`config.mk`:
```
export PLATFORM = sky130hd
export DESIGN_NAME = hppm_port
export DESIGN_NICKNAME = d
export VERILOG_FILES = /design/src/hdl/hppm_edge.v /design/src/hdl/hppm_port.v
export VERILOG_INCLUDE_DIRS = /design/src /design/src/hdl
export SDC_FILE = /design/constraint.sdc
export NUM_CORES = 1
export LEC_CHECK = 0
export BUFFER_PORTS_ARGS = -buffer_cell sky130_fd_sc_hd__buf_2
export CORE_ASPECT_RATIO = 2
export CORE_MARGIN = 3
export CORE_UTILIZATION = 40
export CTS_CLUSTER_SIZE = 28
export DETAILED_ROUTE_END_ITERATION = 8
export GPL_ROUTABILITY_DRIVEN = 0
export PLACE_DENSITY = 0.84
export SLEW_MARGIN = 10
export SYNTH_ARGS = -nofsm -noshare
export SYNTH_HDL_FRONTEND = slang
export SYNTH_SLANG_ARGS = --single-unit
```
`constraint.sdc`:
```
create_clock -name clk -period 2.2 [get_ports clk]
set_clock_uncertainty 0.05 [all_clocks]
set_input_delay 0.11 -clock clk [delete_from_list [all_inputs] [get_ports clk]]
set_output_delay 0.11 -clock clk [all_outputs]
set_load 0.005 [all_outputs]
```
`src/hdl/hppm_consts.vh`:
```
// Purpose: constants for the host parallel port pin mapping block
// Assumes: one 40 MHz clock, host pins synchronous to it
// Notes: address is a word index, byte bits 1:0 never carried
// Overview of operation
// RULE_01: mode strap 0 makes each shared low pin a plain data bit.
// RULE_02: mode strap 1 makes shared low pins carry address then data.
// RULE_03: multiplexed address starts at bit 2; bits 1 and 0 never sent.
// RULE_04: data pins driven only while host holds output enable low.
// RULE_05: write strobe low means write, high means read.
// RULE_06: data bus is 32 bits wide, bits 0 to 31, both directions.
// RULE_07: in multiplexed mode the address bit 2 pin is the latch strobe.
// RULE_08: nonmultiplexed address lines sampled on chip select falling edge.
// RULE_09: every address selects one whole 32-bit word.
// RULE_10: data pins released while chip select inactive or during write.
`ifndef HPPM_CONSTS_VH
`define HPPM_CONSTS_VH
`define HPPM_DATA_W 32
`define HPPM_WADDR_LSB 2
`define HPPM_WADDR_MSB 5
`define HPPM_MODE_NONMUX 1'h0
`define HPPM_MODE_MUX 1'h1
`define HPPM_DATA_RST 32'h00000000
`define HPPM_ADDR_RST 4'h0
`endif

```
`src/hdl/hppm_edge.v`:
```
// Purpose: falling- and rising-edge detector for an active-low host strobe
// Assumes: input synchronous to clk
// Notes: idle level is high after reset
`timescale 1ns/1ps
module hppm_edge (
  clk,
  rst_b,
  sig,
  fall,
  rise
);
  input wire clk;
  input wire rst_b;
  input wire sig;
  output wire fall;
  output wire rise;
  reg last_q;
  always @(posedge clk or negedge rst_b) begin
    if (!rst_b) begin
      last_q <= 1'h1;
    end else begin
      last_q <= sig;
    end
  end
  assign fall = last_q & ~sig;
  assign rise = ~last_q & sig;
endmodule // hppm_edge

```
`src/hdl/hppm_port.v`:
```
// Purpose: host parallel bus port, muxed or nonmuxed, 32-bit words
// Assumes: host pins synchronous to clk; strap stable while chip select low
// Notes: user side offers one word address and a read/write strobe pair
`timescale 1ns/1ps
`include "hppm_consts.vh"
module hppm_port #(
  parameter DATA_W = `HPPM_DATA_W
) (
  clk,
  rst_b,
  bus_mode_select,
  cs_b,
  oe_b,
  we_b,
  addr_line_bit2_ale,
  addr_line_bit3,
  addr_line_bit4,
  addr_line_bit5,
  data_in,
  data_out,
  data_oe,
  word_addr,
  wr_strobe,
  wr_data,
  rd_strobe,
  rd_data
);
  input wire clk;
  input wire rst_b;
  input wire bus_mode_select;
  input wire cs_b;
  input wire oe_b;
  input wire we_b;
  input wire addr_line_bit2_ale;
  input wire addr_line_bit3;
  input wire addr_line_bit4;
  input wire addr_line_bit5;
  input wire [DATA_W-1:0] data_in;
  output wire [DATA_W-1:0] data_out;
  output wire [DATA_W-1:0] data_oe;
  output wire [`HPPM_WADDR_MSB-`HPPM_WADDR_LSB:0] word_addr;
  output wire wr_strobe;
  output wire [DATA_W-1:0] wr_data;
  output wire rd_strobe;
  input wire [DATA_W-1:0] rd_data;

  localparam AW = `HPPM_WADDR_MSB - `HPPM_WADDR_LSB + 1;
  localparam ST_IDLE = 2'h0;
  localparam ST_ADDR = 2'h1;
  localparam ST_DATA = 2'h2;

  reg [1:0] state_q;
  reg [1:0] state_d;
  reg [AW-1:0] addr_q;
  reg [AW-1:0] addr_d;
  reg [DATA_W-1:0] rdat_q;
  reg [DATA_W-1:0] wdat_q;
  reg wr_q;
  reg rd_q;
  reg wr_pend_q;
  reg rd_seen_q;

  wire cs_fall;
  wire cs_rise;
  wire ale_fall;
  wire we_rise;
  wire mux_mode;
  wire [AW-1:0] pin_addr;
  wire [AW-1:0] shared_addr;
  wire in_data;
  wire stay_data;
  wire xfer_open;
  wire rd_take;
  wire drive;

  // phase decode shared by strobe and drive logic
  function is_data;
    input [1:0] st;
    begin
      is_data = (st == ST_DATA);
    end
  endfunction

  // detectors idle high: no false edge out of reset
  hppm_edge u_cs_edge (
    .clk(clk),
    .rst_b(rst_b),
    .sig(cs_b),
    .fall(cs_fall),
    .rise(cs_rise)
  );
  // latch strobe active high; address captured as it falls
  hppm_edge u_ale_edge (
    .clk(clk),
    .rst_b(rst_b),
    .sig(~addr_line_bit2_ale),
    .fall(),
    .rise(ale_fall)
  );
  hppm_edge u_we_edge (
    .clk(clk),
    .rst_b(rst_b),
    .sig(we_b),
    .fall(),
    .rise(we_rise)
  );

  assign mux_mode = (bus_mode_select == `HPPM_MODE_MUX); // RULE_02
  // separate lines, bit 2 upward
  assign pin_addr = {addr_line_bit5, addr_line_bit4, addr_line_bit3, addr_line_bit2_ale}; // RULE_09
  // shared pins carry word address, lsb on data bit 2
  assign shared_addr = data_in[`HPPM_WADDR_MSB:`HPPM_WADDR_LSB]; // RULE_03
  assign in_data = is_data(state_q);
  assign stay_data = is_data(state_d);
  // chip select low inside a transfer phase
  assign xfer_open = in_data & ~cs_b;

  always @* begin
    state_d = state_q;
    addr_d = addr_q;
    case (state_q)
      ST_IDLE: begin
        if (cs_fall) begin
          if (mux_mode) begin
            state_d = ST_ADDR; // RULE_07
          end else begin
            addr_d = pin_addr; // RULE_08
            state_d = ST_DATA; // RULE_01
          end
        end
      end
      ST_ADDR: begin
        if (cs_b) begin
          state_d = ST_IDLE;
        end else if (ale_fall) begin
          addr_d = shared_addr; // RULE_02
          state_d = ST_DATA;
        end
      end
      ST_DATA: begin
        if (cs_rise) begin
          state_d = ST_IDLE;
        end else if (mux_mode && ale_fall) begin
          addr_d = shared_addr; // RULE_07
        end
      end
      default: begin
        state_d = ST_IDLE;
      end
    endcase
  end

  // phase and word address
  always @(posedge clk or negedge rst_b) begin
    if (!rst_b) begin
      state_q <= ST_IDLE;
      addr_q <= `HPPM_ADDR_RST;
    end else begin
      state_q <= state_d;
      addr_q <= addr_d;
    end
  end

  // write taken at strobe release, data whole 32-bit word
  always @(posedge clk or negedge rst_b) begin
    if (!rst_b) begin
      wdat_q <= `HPPM_DATA_RST;
      wr_q <= 1'h0;
      wr_pend_q <= 1'h0;
    end else begin
      wr_q <= 1'h0;
      if (xfer_open) begin
        if (!we_b) begin
          wr_pend_q <= 1'h1; // RULE_05
          wdat_q <= data_in; // RULE_06
        end
        if (we_rise && wr_pend_q) begin
          wr_q <= 1'h1; // RULE_05
          wr_pend_q <= 1'h0;
        end
      end else begin
        // cycle cut before strobe release: word dropped
        wr_pend_q <= 1'h0;
      end
    end
  end

  // one fetch per chip select cycle, never a repeat
  assign rd_take = xfer_open & stay_data & we_b & ~oe_b &
    ~wr_pend_q & ~rd_q & ~rd_seen_q; // RULE_05

  always @(posedge clk or negedge rst_b) begin
    if (!rst_b) begin
      rd_q <= 1'h0;
      rd_seen_q <= 1'h0;
      rdat_q <= `HPPM_DATA_RST;
    end else begin
      rd_q <= rd_take;
      if (!in_data) begin
        rd_seen_q <= 1'h0;
      end else if (rd_q) begin
        rd_seen_q <= 1'h1;
      end
      // word lands one cycle after the fetch strobe
      if (rd_q) begin
        rdat_q <= rd_data; // RULE_09
      end
    end
  end

  // old word shows until the fetch lands
  assign drive = xfer_open & ~oe_b & we_b; // RULE_04 RULE_10
  assign data_out = rdat_q; // RULE_06

  genvar gi;
  generate
    for (gi = 0; gi < DATA_W; gi = gi + 1) begin : g_oe
      assign data_oe[gi] = drive; // RULE_04
    end
  endgenerate

  assign word_addr = addr_q; // RULE_09
  assign wr_strobe = wr_q;
  assign wr_data = wdat_q;
  assign rd_strobe = rd_q;
endmodule // hppm_port

```
### Word-level counts from Yosys, hierarchy flattened

Index checks and enable logic that the tools add are counted.
Widths: inputs -> output; s select.

| cells by class | value |
|---|---|
| eq/ne operators | 11 |
| muxes and demuxes | 20 |
| bitwise logic cells | 23 |
| reduce and logical (&&, ||, !) cells | 6 |

Operators with widths:

| cell | count |
|---|---|
| $mux 4 | 6 |
| $and 1x1->1 | 13 |
| $ne 2x2->1 const B | 6 |
| $pmux 4 s3 | 1 |
| $mux 2 | 5 |
| $not 1->1 | 10 |
| $mux 1 | 7 |
| $reduce_and 7->1 | 1 |
| $pmux 2 s3 | 1 |
| $eq 2x2->1 const B | 2 |
| $ne 3x2->1 const B | 1 |
| $reduce_bool 3->1 | 1 |
| $eq 2x1->1 const B | 1 |
| $logic_and 1x1->1 | 2 |
| $logic_not 2->1 | 1 |
| $ne 2x1->1 const B | 1 |
| $reduce_and 2->1 | 1 |

| storage, ports and cells | value |
|---|---|
| flip-flop bits (word level) | 77 |
| input bits | 74 |

### Logic depth before layout (Yosys ltp)

| logic depth | value |
|---|---|
| word-level depth | 12 |
| mapped depth | 6 |

### Modules after synthesis

A second synthesis with hierarchy kept.

| unflattened totals | value |
|---|---|
| cells, all modules | 231 |
| area, all modules | 3504.6 µm² |

Modules (own cells, without submodules):

| module | times used | cells each | area an instance (µm²) |
|---|---|---|---|
| hppm_port | 1 | 222 | 3380.7 |
| hppm_edge | 3 | 3 | 41.3 |

### Worst setup path before layout

No wires, ideal clock.

| path | value |
|---|---|
| path kind | register to output |
| start | reg state_q[0] |
| end | out data_oe[0] |
| arrival time | 2243 ps |
| required time | 2040 ps |
| slack | -203 ps |
| stages on the path, launching flop included | 7 |
| path buffers | 1 |
| cell sequence | dfrtp_1 -> inv_1 -> ha_1 -> nor2b_1 -> nand2_1 -> nor2_1 -> buf_4 |

| between the ends | value |
|---|---|
| word-level cells in the longest chain between the ends | 4 |

RTL lines:

| element | RTL line | source |
|---|---|---|
| start, declared | hppm_port.v:52 | `reg [1:0] state_q;` |
| start signal, assigned | hppm_port.v:159 | `state_q <= state_d;` |
| $eq 2x2->1 | hppm_port.v:80 | `is_data = (st == ST_DATA);` |
| net in_data | hppm_port.v:70 | `wire in_data;` |
| $and 1x1->1 | hppm_port.v:116 | `assign xfer_open = in_data & ~cs_b;` |
| $and 1x1->1 (2 in a row) | hppm_port.v:212 | `assign drive = xfer_open & ~oe_b & we_b;` |
| end, declared | hppm_port.v:40 | `output wire [DATA_W-1:0] data_oe;` |

The timed path passes the listed nets, and every way through them passes these cells.

### Final worst setup path

| path | value |
|---|---|
| start | reg state_q[0] |
| end | out data_oe[5] |

Same word-level chain as after synthesis.

==> metrics <==
status finished, final reports clean; final core occ 0.633; die area 9380 µm²; drt pass-1 iters 4; drt initial violations 93; Worst Setup End Kind output port; Post-Route WL 8460 µm; WP buf/inv 3; n_diodes 0; Reg clk slew, reported paths 0.05 ns; VDD IR max between 0.0007 and 0.0008 V; Sink Count 77; H-tree levels 3; Tcrit/Tclk final 0.921; Crit path max-delay family simple AND/OR/NAND/NOR gates; Worst EP arrival 1.87 ns; max_cap viols 0; critical setup path kind flop to output port; Final Hold Viols 0; Cell Area, Synth 3280 µm²; Post-synth top flop dfrtp_1; relative slew slack 0.370; CTS tree done; WP depth 7; DR DRC count 0; Slew Limit Fails 0; Leakage 2.68 nW; Ys Warns 0; PwrDens 1170 nW/µm²; fin crit period 2.03 ns; Critical Path Source Type flop; Synth Instances 228; # rows 46; CP Data Required Time a little over 2 ns; Fmax 493 MHz; syn_area_per_cell 14.4 µm²; share of the yosys chip area belonging to registers 0.589; Nets 525; post-synth cell types 31; post-detail-place hpwl 5830 µm; largest net degree at the start of global routing 78; Initial Util 0.413; CP max stage delay 0.42 ns; Die H 134 µm; Worst Hold Class input port to flop; FF+latch count, synth 77; Chip Width 70.0 µm; fraction of layout cells with a size suffix above 1 0.600; via count 2612; most common cell after layout, fill and taps aside buf_2; worst hold slack around 0.052 ns; total congestion overflow 0; total power 5.88 mW; Post-CTS Setup Inserts 0; r2r setup slk 0.34 ns; setup TNS 0 ns; Synth area leader dfrtp_1; cell depth of the worst flop-to-flop path 6; initial antenna violation count 0; CP max-delay cell dfrtp_1; Post-synth EDFFs 0; vias in the first global route 2912; Crit Path Max Fanout 32; Clock Tree Buf Depth 2; mean number of vias per cell between 4 and 5; commonest non-fill, non-tap cells in the layout buf_2, dfrtp_1, mux2_2; Reg area 1930 µm²; crit-path cells inv_1 > ha_1 > nor2b_1 > nand2_1 > nor2_2 > buf_6 > buf_2; area of the multi-input gates around 1100 µm²; largest cells by area after synthesis dfrtp_1, mux2_2, buf_4; Routed Antenna Nets 0; Syn Nets 306; Hold Path Depth 3; Routed WL per cell 15.4 µm; # IOs 176; Clk Latency, worst-skew pair 0.33 ns; fraction of registers with async set/reset 1.00; FILL cells 563; unrepaired setup endpoints after global routing false; Worst Max-Slew Pin Slew 0.945 ns; core area 7940 µm²; area grow syn2layout 53.4%; first-pass GRT wire length 13700 µm; CTS Buf Count 9; GRT Overall Usage 0.188; share of the synthesized area in the top cell type 0.565; # setup viols final 0; Root Buffer clkbuf_16; Port Buffers about 180
[metrics by stage]
stage | area, µm² | cells | worst slack (ns)
6_report | 5030 | 548 | 0.173
3_5_place_dp | 4040 | 464 | 0.360
3_3_place_gp | 4040 | 464 | 0.450
5_1_grt | 5030 | 548 | 0.0161
4_1_cts | 5030 | 548 | 0.112
2_1_floorplan | 3280 | 228 | 0.191
[where the power goes]
part           switching [mW]  total [mW]  internal, mW
combinational           0.821        2.01          1.19
clock                   0.535        1.47         0.936
sequential              0.331        2.39          2.06
total                    1.69        5.88          4.19
[cell usage after synthesis (2+ instances only)]
master and instances:
mux2_2 69, dfrtp_1 74, o21ai_0 2, mux2_1 2
o21a_1 3, inv_1 3, nor2_1 5, nand2_1 5
ha_1 4, clkbuf_1 4, buf_2 3, nor2b_1 2
buf_4 32, dfstp_2 3
[final cells by class]
type | count | share of cell area
inverters | 3 | 0.00224
well taps | 96 | 0.0239
clock buffers | 12 | 0.0510
flip-flops and latches | 77 | 0.384
multi-input cells | 109 | 0.213
clock inverters | 4 | 0.00945
repair buffers | 247 | 0.317
[registers in the layout, indices dropped and copies added, names as in the netlist]
register,flops
data_out,32
u_cs_edge.last_q,1
rd_seen_q,1
state_q,2
u_ale_edge.last_q,1
rd_strobe,1
wr_pend_q,1
word_addr,4
wr_strobe,1
wr_data,32
u_we_edge.last_q,1
[tightest hold or removal path: stages]
cell and delay [ns]:
buf_2 0.09, nor3_1 0.04, nor4bb_1 0.13
[layer usage]
| layer | up-vias | track usage | routed length [µm] |
|---|---|---|---|
| met5 | - | 0 | 0 |
| met1 | 1260 | 0.167 | 2560 |
| met3 | 32 | 0.0443 | 531 |
| li1 | 1197 | - | - |
| met4 | 0 | 0.116 | 425 |
| met2 | 123 | 0.364 | 4950 |
[cell families after synthesis]
group	count (synthesis)	share of synthesized area
compound gates	11	0.0252
flops	77	0.589
simple gates	22	0.0378
mux	72	0.247
fa+ha+maj	4	0.0153
buf+inv	42	0.0859
[final timing paths]
path / startpoint / end
worst max-delay path: state_q[0] / data_oe[5]
worst min-delay path: oe_b / rd_strobe
worst max register to register: state_q[0] / rd_strobe
worst min register to register: rd_seen_q / rd_seen_q
max in group asynchronous: rst_b / wr_data[6]
min in group asynchronous: rst_b / data_out[20]
[timing repair]
action / CTS / global route
hold endpoints to repair: 142 / 0
hold buffers: 68 / 0
resized for setup: 0 / 1
setup endpoints to repair: 0 / 32
Power figures use the tool's default switching activity.
